--- config.mk ---
export PLATFORM = sky130hd
export DESIGN_NAME = acs_top
export DESIGN_NICKNAME = d
export VERILOG_FILES = /design/src/acs_pkg.sv /design/src/acs_top.sv
export SDC_FILE = /design/constraint.sdc
export NUM_CORES = 1
export LEC_CHECK = 0
export BUFFER_PORTS_ARGS = -buffer_cell sky130_fd_sc_hd__buf_2
export CORE_UTILIZATION = 44
export DETAILED_ROUTE_END_ITERATION = 6
export PLACE_DENSITY = 0.74
export SYNTH_ARGS = -nofsm -noshare
export SYNTH_HDL_FRONTEND = slang
export SYNTH_SLANG_ARGS = --single-unit
--- constraint.sdc ---
create_clock -name sys_clk -period 3.95 [get_ports sys_clk]
set_input_delay 0.1975 -clock sys_clk [delete_from_list [all_inputs] [get_ports sys_clk]]
set_output_delay 0.1975 -clock sys_clk [all_outputs]
set_load 0.05 [all_outputs]
--- src/acs_pkg.sv ---
// acs_pkg: constants and types of the converter sequencer
// assumes a 200 MHz system clock and a 32-bit classic wishbone bus
`default_nettype none
package acs_pkg;

	// ----------------------------------------
	// register map (byte addresses)
	// ----------------------------------------
	localparam logic [7:0] CTRL_OFS   = 8'h00;
	localparam logic [7:0] RESULT_OFS = 8'h04;
	localparam logic [7:0] REFPRG_OFS = 8'h08;
	localparam logic [7:0] STAT_OFS   = 8'h0C;
	localparam logic [7:0] MASK_OFS   = 8'h10;

	// ----------------------------------------
	// field positions and reset values
	// ----------------------------------------
	localparam int CTRL_CHAN_LSB = 0;
	localparam int CTRL_CONT_BIT = 3;
	localparam int CTRL_BUSY_BIT = 4;
	localparam int STAT_DONE_BIT = 0;
	localparam int STAT_ABRT_BIT = 1;
	localparam logic [7:0] RESULT_RST = 8'h00;
	localparam logic [7:0] REFPRG_RST = 8'h00;
	localparam logic [1:0] IRQ_RST    = 2'h0;

	// ----------------------------------------
	// conversion timing
	// ----------------------------------------
	localparam int MC_TIME_NS    = 1000;
	localparam int CLK_PERIOD_NS = 5;
	localparam int MC_CLKS       = MC_TIME_NS / CLK_PERIOD_NS;
	localparam logic [7:0] MC_LAST   = 8'(MC_CLKS - 1);
	localparam logic [3:0] STEP_IDLE = 4'h0;
	localparam logic [3:0] STEP_TRK0 = 4'h1;
	localparam logic [3:0] STEP_TRK1 = 4'h5;
	localparam logic [3:0] STEP_SAR0 = 4'h6;
	localparam logic [3:0] STEP_BIT0 = 4'h7;
	localparam logic [3:0] STEP_BIT7 = 4'hE;
	localparam logic [3:0] STEP_DONE = 4'hF;
	localparam logic [7:0] SAR_MSB   = 8'h80;

	// ----------------------------------------
	// types
	// ----------------------------------------
	typedef struct packed {
		logic       cont;
		logic [2:0] chan;
	} acs_ctrl_t;

	typedef struct packed {
		logic [3:0] upper;
		logic [3:0] lower;
	} acs_ref_t;

endpackage
`default_nettype wire

--- src/acs_top.sv ---
// acs_top: sequencer for an 8-bit successive-approximation converter
// assumes an external dac, comparator, sample-and-hold and eight-way mux
//
// Notes on behaviour
// - each write to the reference program register starts a conversion on the chosen channel.
// - a write during a running conversion aborts it and starts again from the beginning.
// - the sequence begins in the machine cycle right after the write.
// - the busy flag is set in the machine cycle of the write itself.
// - with a zero reference value the conversion takes fifteen machine cycles.
// - the sample-and-hold tracks for the first five machine cycles and then holds.
// - the approximation steps run from the sixth to the fifteenth machine cycle.
// - the 8-bit result is moved into the result register in the fifteenth cycle.
// - the result register keeps its value until a later result is written.
// - software may both read and write the result register.
// - the channel field of the control register routes one of eight inputs.
// - a control bit chooses single or continuous conversion.
// - the control register shows a readable busy bit.
// - the reference value sets the internal references; zero selects the external ones.
// - each sample is resolved to 8 bits by a binary search through the dac.
//
// Local design decisions: the Wishbone slave port and the register addresses.
`timescale 1ns/1ps
`default_nettype none
module acs_top
	import acs_pkg::*;
(
	input  wire logic        sys_clk,
	input  wire logic        arst_n,
	input  wire logic        wb_cyc_i,
	input  wire logic        wb_stb_i,
	input  wire logic        wb_we_i,
	input  wire logic [7:0]  wb_adr_i,
	input  wire logic [3:0]  wb_sel_i,
	input  wire logic [31:0] wb_dat_i,
	output logic      [31:0] wb_dat_o,
	output logic             wb_ack_o,
	input  wire logic        cmp_above,
	output logic      [2:0]  mux_sel,
	output logic             sh_track,
	output logic      [7:0]  dac_code,
	output acs_ref_t         ref_code,
	output logic             ref_external,
	output logic             irq
);

	// ----------------------------------------
	// comparator synchroniser
	// ----------------------------------------
	logic cmp_meta_ff;
	logic cmp_sync_ff;

	always_ff @(posedge sys_clk or negedge arst_n)
	begin
		if (!arst_n)
		begin
			cmp_meta_ff <= 1'b0;
			cmp_sync_ff <= 1'b0;
		end
		else
		begin
			cmp_meta_ff <= cmp_above;
			cmp_sync_ff <= cmp_meta_ff;
		end
	end

	// ----------------------------------------
	// wishbone slave
	// ----------------------------------------
	logic        ack_ff;
	logic        nxt_ack;
	logic [31:0] rdat_ff;
	logic [31:0] nxt_rdat;
	logic        bus_take;
	logic        wr_ctrl;
	logic        wr_res;
	logic        wr_ref;
	logic        wr_mask;
	logic        rd_stat;

	acs_ctrl_t   ctrl_ff;
	logic [7:0]  result_ff;
	acs_ref_t    refprg_ff;
	logic        ref_ext_ff;
	logic        busy_ff;
	logic [1:0]  stat_ff;
	logic [1:0]  mask_ff;

	// the access completes on the edge where ack is already high
	assign bus_take = wb_cyc_i && wb_stb_i && ack_ff;
	assign wr_ctrl  = bus_take && wb_we_i && wb_sel_i[0] && wb_adr_i == CTRL_OFS;
	assign wr_res   = bus_take && wb_we_i && wb_sel_i[0] && wb_adr_i == RESULT_OFS;
	assign wr_ref   = bus_take && wb_we_i && wb_sel_i[0] && wb_adr_i == REFPRG_OFS;
	assign wr_mask  = bus_take && wb_we_i && wb_sel_i[0] && wb_adr_i == MASK_OFS;
	assign rd_stat  = bus_take && !wb_we_i && wb_adr_i == STAT_OFS;

	always_comb
	begin
		nxt_ack  = wb_cyc_i && wb_stb_i && !ack_ff;
		nxt_rdat = 32'h0;
		case (wb_adr_i)
			CTRL_OFS:
			begin
				nxt_rdat[2:0]           = ctrl_ff.chan;
				nxt_rdat[CTRL_CONT_BIT] = ctrl_ff.cont;
				nxt_rdat[CTRL_BUSY_BIT] = busy_ff;
			end
			RESULT_OFS: nxt_rdat[7:0] = result_ff;
			REFPRG_OFS: nxt_rdat[7:0] = refprg_ff;
			STAT_OFS:   nxt_rdat[1:0] = stat_ff;
			MASK_OFS:   nxt_rdat[1:0] = mask_ff;
			default:    nxt_rdat = 32'h0;
		endcase
	end

	always_ff @(posedge sys_clk or negedge arst_n)
	begin
		if (!arst_n)
		begin
			ack_ff  <= 1'b0;
			rdat_ff <= 32'h0;
		end
		else
		begin
			ack_ff  <= nxt_ack;
			rdat_ff <= nxt_rdat;
		end
	end

	assign wb_ack_o = ack_ff;
	assign wb_dat_o = rdat_ff;

	// ----------------------------------------
	// machine cycle divider
	// ----------------------------------------
	logic [7:0] div_ff;
	logic [7:0] nxt_div;
	logic       mc_tick;

	assign mc_tick = div_ff == MC_LAST;

	always_comb
	begin
		nxt_div = mc_tick ? 8'h00 : div_ff + 8'h01;
	end

	always_ff @(posedge sys_clk or negedge arst_n)
	begin
		if (!arst_n)
			div_ff <= 8'h00;
		else
			div_ff <= nxt_div;
	end

	// ----------------------------------------
	// conversion sequencer
	// ----------------------------------------
	logic [3:0]  step_ff;
	logic [3:0]  nxt_step;
	logic [7:0]  sar_ff;
	logic [7:0]  nxt_sar;
	logic [7:0]  bit_ff;
	logic [7:0]  nxt_bit;
	logic        nxt_busy;
	logic        trk_ff;
	logic        nxt_trk;
	logic [7:0]  nxt_result;
	acs_ctrl_t   nxt_ctrl;
	acs_ref_t    nxt_refprg;
	logic        nxt_ref_ext;
	logic        done_ev;
	logic        abort_ev;

	// the last step only finishes while no new start overrides it
	assign done_ev  = busy_ff && mc_tick && step_ff == STEP_DONE && !wr_ref;
	assign abort_ev = wr_ref && busy_ff;

	always_comb
	begin
		nxt_step    = step_ff;
		nxt_sar     = sar_ff;
		nxt_bit     = bit_ff;
		nxt_busy    = busy_ff;
		nxt_result  = result_ff;
		nxt_ctrl    = ctrl_ff;
		nxt_refprg  = refprg_ff;
		nxt_ref_ext = ref_ext_ff;
		if (wr_ctrl)
		begin
			nxt_ctrl.chan = wb_dat_i[2:0];
			nxt_ctrl.cont = wb_dat_i[CTRL_CONT_BIT];
		end
		if (wr_res)
			nxt_result = wb_dat_i[7:0];
		if (wr_ref)
		begin
			// a write restarts even a running conversion
			nxt_refprg  = wb_dat_i[7:0];
			nxt_ref_ext = wb_dat_i[7:0] == 8'h00;
			nxt_busy    = 1'b1;
			nxt_step    = STEP_IDLE;
			nxt_sar     = 8'h00;
			nxt_bit     = 8'h00;
		end
		else if (busy_ff && mc_tick)
		begin
			case (step_ff)
				STEP_SAR0:
				begin
					nxt_sar  = SAR_MSB;
					nxt_bit  = SAR_MSB;
					nxt_step = step_ff + 4'h1;
				end
				STEP_DONE:
				begin
					// result wins over a software write in the same cycle
					nxt_result = sar_ff;
					nxt_sar    = 8'h00;
					nxt_bit    = 8'h00;
					if (ctrl_ff.cont)
						nxt_step = STEP_TRK0;
					else
					begin
						nxt_step = STEP_IDLE;
						nxt_busy = 1'b0;
					end
				end
				default:
				begin
					if (step_ff >= STEP_BIT0 && step_ff <= STEP_BIT7)
					begin
						// drop the trial bit when the input is below the dac
						if (!cmp_sync_ff)
							nxt_sar = (sar_ff & ~bit_ff) | (bit_ff >> 1);
						else
							nxt_sar = sar_ff | (bit_ff >> 1);
						nxt_bit = bit_ff >> 1;
					end
					nxt_step = step_ff + 4'h1;
				end
			endcase
		end
		// track only in steps one to five
		nxt_trk = nxt_busy && nxt_step >= STEP_TRK0 && nxt_step <= STEP_TRK1;
	end

	always_ff @(posedge sys_clk or negedge arst_n)
	begin
		if (!arst_n)
		begin
			step_ff    <= STEP_IDLE;
			sar_ff     <= 8'h00;
			bit_ff     <= 8'h00;
			busy_ff    <= 1'b0;
			trk_ff     <= 1'b0;
			result_ff  <= RESULT_RST;
			ctrl_ff    <= '0;
			refprg_ff  <= REFPRG_RST;
			ref_ext_ff <= 1'b1;
		end
		else
		begin
			step_ff    <= nxt_step;
			sar_ff     <= nxt_sar;
			bit_ff     <= nxt_bit;
			busy_ff    <= nxt_busy;
			trk_ff     <= nxt_trk;
			result_ff  <= nxt_result;
			ctrl_ff    <= nxt_ctrl;
			refprg_ff  <= nxt_refprg;
			ref_ext_ff <= nxt_ref_ext;
		end
	end

	assign mux_sel      = ctrl_ff.chan;
	assign sh_track     = trk_ff;
	assign dac_code     = sar_ff;
	assign ref_code     = refprg_ff;
	assign ref_external = ref_ext_ff;

	// ----------------------------------------
	// interrupt status and mask
	// ----------------------------------------
	logic [1:0] nxt_stat;
	logic [1:0] nxt_mask;
	logic       irq_ff;
	logic       nxt_irq;

	always_comb
	begin
		nxt_stat = stat_ff;
		nxt_mask = mask_ff;
		if (rd_stat)
			nxt_stat = 2'h0;
		// a new event in the clearing cycle is kept
		if (done_ev)
			nxt_stat[STAT_DONE_BIT] = 1'b1;
		if (abort_ev)
			nxt_stat[STAT_ABRT_BIT] = 1'b1;
		if (wr_mask)
			nxt_mask = wb_dat_i[1:0];
		nxt_irq = |(nxt_stat & nxt_mask);
	end

	always_ff @(posedge sys_clk or negedge arst_n)
	begin
		if (!arst_n)
		begin
			stat_ff <= IRQ_RST;
			mask_ff <= IRQ_RST;
			irq_ff  <= 1'b0;
		end
		else
		begin
			stat_ff <= nxt_stat;
			mask_ff <= nxt_mask;
			irq_ff  <= nxt_irq;
		end
	end

	assign irq = irq_ff;
endmodule
`default_nettype wire

Word-level counts from Yosys, hierarchy flattened. Cells that the tools add are included.

Order comparisons: 4. Multiplexer cells: 29. $add $sub $neg: 2. Reductions and logical operators: 27. Eq/ne operators: 7. Bitwise operators: 5.

Operators by type and width (count): two-way mux 8 bit (12); one-hot mux 8 bit (2 select lines) (2); logical AND 1 bit (18); equality test 8 x 4 -> 1 bit, second input constant (2); logical NOT 8 bit (2); bitwise OR 8 x 7 -> 8 bit (2); two-way mux 4 bit (3); one-hot mux 2 bit (5 select lines) (1); one-hot mux 3 bit (3 select lines) (1); adder 8 x 1 -> 8 bit, second input constant (1); bitwise AND 8 bit (1); equality test 8 x 3 -> 1 bit, second input constant (1); equality test 8 x 5 -> 1 bit, second input constant (1); equality test 8 bit, second input constant (1); NOT 8 bit (1); two-way mux 1 bit (7); one-hot mux 3 bit (2 select lines) (1); adder 4 x 1 -> 4 bit, second input constant (1); equality test 4 x 3 -> 1 bit, second input constant (1); equality test 4 bit, second input constant (1); >= comparator 4 x 1 -> 1 bit, second input constant (1); >= comparator 4 x 3 -> 1 bit, second input constant (1); <= comparator 4 x 3 -> 1 bit, second input constant (1); <= comparator 4 bit, second input constant (1); other kinds (7) (10).

Input port bits: 50. Register bits: 67. Logic and storage cells: 93.

Logic depth before layout (Yosys ltp). Gate-level depths: netlist of the first run.

Word-level depth: 10. Depth in mapped cells: 8. Gate-level depth less buffers: 7.

Worst setup path after synthesis of the first run. Ideal clock, no wire load.

Kind: register to register. Start point: register ack_ff, in the netlist wb_ack_o. End point: register result_ff[0]. Library setup time: 0.137 ns. Arrival: 1.857 ns. Path buffers: 1. Cell stages (with the launch flop): 7. Slack: 1.955 ns. Clock period less this slack: 1.995 ns. Required time: 3.813 ns. Cell sequence: dfrtp_1 -> nand3_1 -> nor3_1 -> and4_1 -> buf_1 -> mux2i_1 -> o21ai_0.

Cells in the longest elaborated chain, start to end: 8. Elaborated cells on any way between the ends: 9.

Ends and longest elaborated chain: from (decl) (RTL line acs_top.sv:69) `logic ack_ff;`; from (signal assigned) (RTL line acs_top.sv:124) `ack_ff <= nxt_ack;`; logical AND 1 bit (*) (RTL line acs_top.sv:89) `assign bus_take = wb_cyc_i && wb_stb_i && ack_ff;`; logical AND 1 bit (*) (2 in series) (RTL line acs_top.sv:91, acs_top.sv:92); logical AND 1 bit (RTL line acs_top.sv:91) `assign wr_res = bus_take && wb_we_i && wb_sel_i[0] && wb_adr_i == RESULT_OFS;`; two-way mux 8 bit (RTL line acs_top.sv:192) `if (wr_res)`; two-way mux 8 bit (RTL line acs_top.sv:206) `case (step_ff)`; two-way mux 8 bit (RTL line acs_top.sv:204) `else if (busy_ff && mc_tick)`; two-way mux 8 bit (*) (RTL line acs_top.sv:194) `if (wr_ref)`; via nxt_result[0] (RTL line acs_top.sv:166) `logic [7:0] nxt_result;`; to (signal assigned) (RTL line acs_top.sv:267) `result_ff <= nxt_result;`; to (decl) (RTL line acs_top.sv:81) `logic [7:0] result_ff;`.

The timed path passes the listed nets; every way through them passes the cells marked *. A chain may end at the register's enable or synchronous reset.

Worst setup path after layout of the first run.
Start point: register div_ff[0]. End point: register irq_ff, in the netlist irq.

Cells in the longest elaborated chain, start to end: 7.

Ends and longest elaborated chain: from (decl) (RTL line acs_top.sv:135) `logic [7:0] div_ff;`; from (signal assigned) (RTL line acs_top.sv:151) `div_ff <= nxt_div;`; equality test 8 bit (RTL line acs_top.sv:139) `assign mc_tick = div_ff == MC_LAST;`; logical AND 1 bit (3 in series) (RTL line acs_top.sv:174) `assign done_ev = busy_ff && mc_tick && step_ff == STEP_DONE && !wr_ref;`; two-way mux 1 bit (RTL line acs_top.sv:295) `if (done_ev)`; via nxt_stat[0] (RTL line acs_top.sv:283) `logic [1:0] nxt_stat;`; bitwise AND 2 bit (RTL line acs_top.sv:301) `nxt_irq = |(nxt_stat & nxt_mask);`; OR reduction 2 bit (RTL line acs_top.sv:301); via nxt_irq (RTL line acs_top.sv:286) `logic nxt_irq;`; to (signal assigned) (RTL line acs_top.sv:316) `irq_ff <= nxt_irq;`; to (decl) (RTL line acs_top.sv:285) `logic irq_ff;`.

The timed path passes the listed nets, and every way through them passes these cells.

==> flow_metrics.py, run 1 <==
metrics = {
    "clock_network": {
        "cts.sinks": 67,
        "cts_tree": "yes",
        "clockBufferDepth": 2,
        "post_cts_resized": 0,
        "clkLatencyLatePin_ns": 0.34,
        "cts-htree-levels": 3,
        "cts_root_buf": "clkbuf_8",
        "cts_buffers": 9,
        "clkTransAtPathRegs_ns": 0.07,
    },
    "grt": {
        "grtUsageTotal_pct": 17.2,
        "grt_max_degree": 41,
        "antenna_found_initial": 0,
        "grt_pass1_vias": 2252,
        "grt-ovfl-total": 0,
        "grt_first_pass_wirelength_um": 10300,
    },
    "sta": {
        "relSlewSlack_pct": 42.1,
        "fin_crit_ns": 2.29,
        "slew_viol_final": 0,
        "setup_violations": 0,
        "worst_pin_slew_ns": 0.868,
        "hold_viol": 0,
        "fin_crit_sh_pct": 57.9,
        "fmax_mhz": 437,
        "fin_skew_ns": 0.00903,
        "finalSetupTns_ns": 0,
        "rsz0062_at_grt": "no",
    },
    "power": {
        "combinationalPowerShare_pct": 7.2,
        "pwr-share-seq_pct": 46.5,
        "ir_drop_v": 0.000150,
        "p_int_w": 0.00113,
        "power.leakage_nw": 1.76,
        "p_per_area_nw_per_um2": 388,
        "totalPowerFinal_w": 0.00148,
        "clkPwrFrac_pct": 46.3,
        "switching_share_pct": 24.0,
        "net-switching-power_w": 0.000356,
    },
    "critical_path": {
        "critPathCaptureType": "flop",
        "reg2reg_slack_ns": 1.66,
        "rr_worst_depth": 6,
        "crit_family": "simple AND/OR/NAND/NOR gates",
        "crit_arrival_ns": 2.57,
        "r2r_end": "irq",
        "crit_type": "reg -> reg",
        "cp_slowest_stage_delay_ns": 0.70,
        "crit_start": "div_ff[0]",
        "cp_max_fo": 17,
        "start_kind": "flop",
        "crit_chain": "ha_1, and4b_1, nand2_1, nor3_2, a21o_1, a22o_1",
        "worstPathRequired_ns": 4.23,
        "cp_num_cells": 6,
        "reg2reg_from": "div_ff[0]",
        "cpMaxStageDelayCell": "nor3_2",
        "endpoint": "irq",
        "critPathBufInv": 0,
    },
    "cells_and_area": {
        "nets": 433,
        "drive_above_1_share_pct": 24.4,
        "syn_to_final_growth_pct": 15.1,
        "fin_util_pct": 52.7,
        "num_antenna_cells": 0,
        "fillCellCount": 635,
        "stdcell_area_um2": 3820,
    },
    "place": {
        "io_buffers": 53,
        "gp_congestion": 0.780,
        "placed_area_um2": 3560,
        "dp_hpwl_um": 4650,
    },
    "synth": {
        "synth.area.top_cells": "dfrtp_1, buf_4, mux2_2",
        "syn_area_per_cell_um2": 10.1,
        "async_reset_ff_share_pct": 100,
        "synth_area_um2": 3320,
        "ys_seq_elements": 67,
        "synthCells": 328,
        "synth_edf_count": 0,
        "yosysUniqueCellTypes": 49,
        "yosysSeqAreaShare_pct": 50.5,
        "ys.warnings.count": 0,
        "yosysTopAreaCellShare_pct": 49.8,
        "synthFlopType": "dfrtp_1",
        "synth_top_area_cell": "dfrtp_1",
    },
    "die": {
        "initial_utilization_pct": 45.8,
        "coreArea_um2": 7250,
        "dieArea_um2": 7900,
        "die_y_um": 88.9,
        "ios": 105,
        "placementRows": 31,
        "dieWidth_um": 88.9,
    },
    "route": {
        "routedWlPerCell_um": 13.7,
        "ant_nets": 0,
        "drt_iter0_markers": 103,
        "drtPass1Iterations": 4,
        "vias_per_cell": 5.12,
        "drc": 0,
        "drt-total-wl_um": 6610,
        "via_count": 2476,
    },
    "min_path": {
        "min_delay_path_depth": 3,
        "hold_class": "in -> reg",
    },
    "flow_run": {
        "max_cap_violations": 0,
    },
    "outcome": {
        "outcome": "finished, final reports clean",
    },
}
registers in the layout, indices dropped and copies added (netlist names), 3 cells and up:
name and flops:
wb_dat_o 8, dac_code 8, mux_sel 3, div_ff 8, result_ff 8, ref_code 8, bit_ff 8, step_ff 4
layer usage:
layer / vias up / GRT usage, % / part of all wire [%]
met4: 0 / 9.38 / 1.9
met5: - / 0 / 0
met1: 1175 / 21.0 / 45
met3: 9 / 3.92 / 5.1
met2: 81 / 28.3 / 48
li1: 1211 / - / -
cell usage in the layout (no fill, tap or decap), types with 2 or more instances in the layout:
master | Yosys | final
nor2b_1 | 4 | 4
clkbuf_8 | 0 | 9
nand4_1 | 3 | 3
a22o_1 | 3 | 3
xor2_1 | 5 | 5
inv_1 | 4 | 4
buf_4 | 27 | 3
a22oi_1 | 7 | 7
dlygate4sd3_1 | 0 | 2
and3_1 | 2 | 2
nor4_1 | 2 | 2
or2_2 | 3 | 3
conb_1 | 1 | 24
and4_1 | 2 | 2
and2_1 | 3 | 3
mux2i_1 | 14 | 14
a31oi_1 | 4 | 4
o211ai_1 | 2 | 2
bufinv_16 | 0 | 3
mux2_2 | 14 | 14
o22ai_1 | 2 | 2
nor3b_1 | 2 | 2
dfrtp_1 | 66 | 66
ha_1 | 3 | 3
nand2_1 | 33 | 33
nand2b_1 | 2 | 2
buf_2 | 4 | 53
nor2_1 | 26 | 26
o21ai_0 | 22 | 22
nand3_1 | 11 | 11
nor3_1 | 2 | 2
a21oi_1 | 28 | 28
power groups by stage:
stage	Clock [W]	Sequential (W)	Combinational (W)
finish	0.000687	0.000691	0.000107
global route	0.000726	0.000691	0.000116
CTS	0.000697	0.000691	0.000107
detailed placement	0	0.000704	0.000106
global placement	0	0.000704	0.000105
floorplan	0	0.000708	0.0000850
worst min path at each step:
| stage | from | endpoint | slack [ns] |
|---|---|---|---|
| after floorplan | arst_n | bit_ff[0] | -0.1 |
| after global placement | cmp_above | cmp_meta_ff | 0.31 |
| after detailed placement | cmp_above | cmp_meta_ff | 0.31 |
| after CTS | wb_stb_i | wb_ack_o | 0.08 |
| after global routing | wb_stb_i | wb_ack_o | 0.10 |
| final | wb_stb_i | wb_ack_o | 0.09 |
synth_stat cells (4+ instances only):
cell and n:
clkbuf_1 7, dfrtp_1 66, a22oi_1 7, mux2_2 14
a21oi_1 28, nand2_1 33, mux2i_1 14, nor2b_1 4
buf_2 4, o21ai_0 22, nor2_1 26, nand3_1 11
a31oi_1 4, buf_4 27, xor2_1 5, inv_1 4
worst register-to-register path, cell delays in order (launching register included):
cell and delay (ns):
dfrtp_1 0.37, ha_1 0.26, and4b_1 0.40, nand2_1 0.20, nor3_2 0.70, a21o_1 0.17
a22o_1 0.14
final cells by class:
class	count	area, um^2	share of cell area (%)
timing repair buffer	58	308	8.06
clock inverter	6	113	2.95
tap	99	124	3.24
clock buffer	10	128	3.34
inverter	4	15.0	0.393
multi-input combinational	240	1460	38.1
sequential	67	1680	43.9
what timing repair did:
action                    4_1_cts  5_1_grt
buffers inserted                0        0
hold endpoints to repair       15        0
hold buffers                    2        0
logic make-up (layout without fill, tap and decap cells):
| group | Yosys count | count (layout) | share of synthesized area, % |
|---|---|---|---|
| xor gates and xnor gates | 6 | 6 | 1.58 |
| DFF | 67 | 67 | 50.5 |
| and+or+nand+nor | 105 | 105 | 16.6 |
| adders and majority gates | 3 | 3 | 1.13 |
| AOI/OAI and AO/OA | 74 | 74 | 12.9 |
| muxes | 28 | 28 | 8.97 |
| buffers and inverters | 44 | 78 | 8.18 |
| other | 1 | 24 | 0.113 |
stage by stage:
step	std cells	hold slack, ns	setup WS [ns]
2_1_floorplan	351	-0.0981	1.96
3_3_place_gp	466	0.306	1.65
3_5_place_dp	466	0.308	1.64
4_1_cts	484	0.0803	1.64
5_1_grt	484	0.102	1.38
6_report	484	0.0880	1.66
(Power assumes the default switching activity.)
==> run 2, diff against run 1 <==
ABC_AREA = 1   (was unset)
clock period = 2.31 ns   (was 3.95 ns; I/O delays follow)
==> flow_metrics.py, run 2 <==
metrics = {
    "outcome": {
        "outcome": "finished, final reports clean",
    },
    "grt": {
        "grt_first_pass_wirelength_um": 11800,
        "antenna_found_initial": 0,
        "grtUsageTotal_pct": 18.2,
        "grt_pass1_vias": 2576,
        "grt-ovfl-total": 0,
        "met2_usage_pct": 28.7,
        "grt_max_degree": 41,
        "busiest_layer": "met2",
        "use_met1_pct": 23.6,
        "grt_use_met3_pct": 4.23,
    },
    "synth": {
        "yosysUniqueCellTypes": 34,
        "async_reset_ff_share_pct": 100,
        "ys_seq_elements": 67,
        "yosysTopAreaCellShare_pct": 48.4,
        "synth.area.top_cells": "dfrtp_1, nand2_1, buf_4",
        "synth_top_area_cell": "dfrtp_1",
        "synthFlopType": "dfrtp_1",
        "synth.top_cells.by_count": "nand2_1, dfrtp_1, inv_1, nand3_1, nor2_1",
        "synth_edf_count": 0,
        "yosysSeqAreaShare_pct": 49.2,
        "synthCells": 405,
        "ys.warnings.count": 0,
        "synth_area_um2": 3410,
        "yosysMostFrequentCell": "nand2_1",
        "syn_area_per_cell_um2": 8.42,
    },
    "cells_and_area": {
        "multi_input_area_um2": 1390,
        "num_antenna_cells": 0,
        "fin_util_pct": 53.1,
        "fillCellCount": 703,
        "layout_common_cells": "nand2_1, dfrtp_1, buf_2, inv_1, nand3_1",
        "fin_cells": 570,
        "layout_commonest_cell": "nand2_1",
        "syn_to_final_growth_pct": 14.7,
        "drive_above_1_share_pct": 21.4,
        "nets": 519,
        "seq_area_um2": 1680,
    },
    "die": {
        "coreArea_um2": 7370,
        "placementRows": 31,
        "initial_utilization_pct": 46.3,
        "die_y_um": 90.0,
        "ios": 105,
        "dieArea_um2": 8100,
        "dieWidth_um": 90.0,
    },
    "route": {
        "via_count": 2759,
        "drt-total-wl_um": 6860,
        "routedWlPerCell_um": 12.0,
        "ant_nets": 0,
        "drtPass1Iterations": 5,
        "drt_iter0_markers": 177,
        "vias_per_cell": 4.84,
        "drc": 0,
    },
    "sta": {
        "setup_violations": 0,
        "fmax_mhz": 557,
        "rsz0062_at_grt": "no",
        "finalSetupTns_ns": 0,
        "hold_viol": 0,
        "fin_skew_ns": 0.00740,
        "relSlewSlack_pct": 57.4,
        "slew_viol_final": 0,
        "fin_crit_sh_pct": 77.7,
        "worst_slack_ns": 0.515,
        "worst_pin_slew_ns": 0.639,
        "fin_crit_ns": 1.79,
    },
    "critical_path": {
        "cpMaxStageDelayCell": "dfrtp_1",
        "crit_arrival_ns": 2.07,
        "worstPathRequired_ns": 2.58,
        "crit_chain": "ha_1, nand2_1, nor2_2, nand3_2, clkinv_2, nand2_4, nor2_4, nand3_1, o21ai_1",
        "crit_family": "simple AND/OR/NAND/NOR gates",
        "start_kind": "flop",
        "crit_type": "reg -> reg",
        "critPathCaptureType": "flop",
        "cp_max_fo": 10,
        "reg2reg_slack_ns": 0.52,
        "cp_slowest_stage_delay_ns": 0.41,
        "critPathBufInv": 1,
    },
    "clock_network": {
        "clkLatencyLatePin_ns": 0.35,
        "cts_setup_buffers": 0,
        "holdBufCountCts": 4,
        "clockBufferDepth": 2,
        "cts_buffers": 9,
        "cts_root_buf": "clkbuf_8",
        "cts-htree-levels": 3,
        "post_cts_resized": 0,
        "cts_tree": "yes",
        "cts.sinks": 67,
        "clkTransAtPathRegs_ns": 0.07,
    },
    "power": {
        "p_int_w": 0.00173,
        "combinationalPowerShare_pct": 7.4,
        "net-switching-power_w": 0.000604,
        "totalPowerFinal_w": 0.00233,
        "pwr-share-seq_pct": 50.5,
        "switching_share_pct": 25.9,
        "p_per_area_nw_per_um2": 597,
        "clkPwrFrac_pct": 42.1,
        "power.leakage_nw": 2.11,
        "ir_drop_v": 0.000239,
    },
    "place": {
        "dpl.cell_count": 550,
        "gp_congestion": 0.822,
        "io_buffers": 53,
        "dp_slack_ns": 0.515,
        "dp_hpwl_um": 5020,
    },
    "flow_run": {
        "max_cap_violations": 0,
    },
    "min_path": {
        "hold_class": "in -> reg",
    },
}
run 2: cell types whose count changed after synthesis, moves of 14 or more:
cell,before,now
a21oi_1,28,13
inv_1,4,38
mux2_2,14,0
mux2i_1,14,0
nand2_1,33,101
nand3_1,11,37
o21ai_0,22,8
o21ai_1,0,26
run 2: path summary, 6_finish.rpt:
path,end,startpoint,cells after the start
max in group asynchronous,ref_external,arst_n,3
min in group asynchronous,wb_ack_o,arst_n,2
hold / removal,ref_code[5],wb_dat_i[5],3
setup / recovery,bit_ff[5],div_ff[0],9
hold reg to reg,cmp_sync_ff,cmp_meta_ff,0
setup reg to reg,bit_ff[5],div_ff[0],9
run 2: final cells by class:
cell class                 count  area share (%)
tap                           99            3.17
clock inverter                 6            1.66
multi-input combinational    283            35.5
inverter                      44            4.38
timing repair buffer          61            8.89
sequential                    67            42.9
clock buffer                  10            3.52
run 2: worst min-delay path, cell delays in order:
cell     delay, ns
buf_2         0.10
inv_1         0.06
o21ai_1       0.06
run 2: layer usage:
metal / routed length, um / part of all wire (%)
met1: 3160 / 46
met2: 3200 / 47
met3: 362 / 5.3
met4: 133 / 1.9
met5: 0 / 0
run 2: per-stage QoR:
| step | instance area [um^2] | hold WS, ns |
|---|---|---|
| after floorplan | 3500 | -0.180 |
| after global placement | 3670 | 0.176 |
| after detailed placement | 3670 | 0.174 |
| after CTS | 3910 | 0.0243 |
| after global routing | 3910 | 0.0378 |
| final | 3910 | 0.0350 |
run 2: cell families (layout without fill, tap and decap cells):
group,count (synthesis),count (layout),synth area share (%)
DFF,67,67,49.2
xor gates and xnor gates,1,1,0.257
AOI/OAI and AO/OA,62,62,10.6
adders and majority gates,3,3,1.10
buffers and inverters,78,121,12.6
other,1,24,0.110
and+or+nand+nor,193,193,26.1
run 2: power groups by stage:
stage | Sequential [W] | Combinational [W] | Clock, W
6_report | 0.00118 | 0.000173 | 0.000982
3_3_place_gp | 0.00120 | 0.000169 | 0
2_1_floorplan | 0.00121 | 0.000138 | 0
4_1_cts | 0.00118 | 0.000175 | 0.000994
5_1_grt | 0.00118 | 0.000186 | 0.00104
3_5_place_dp | 0.00120 | 0.000169 | 0
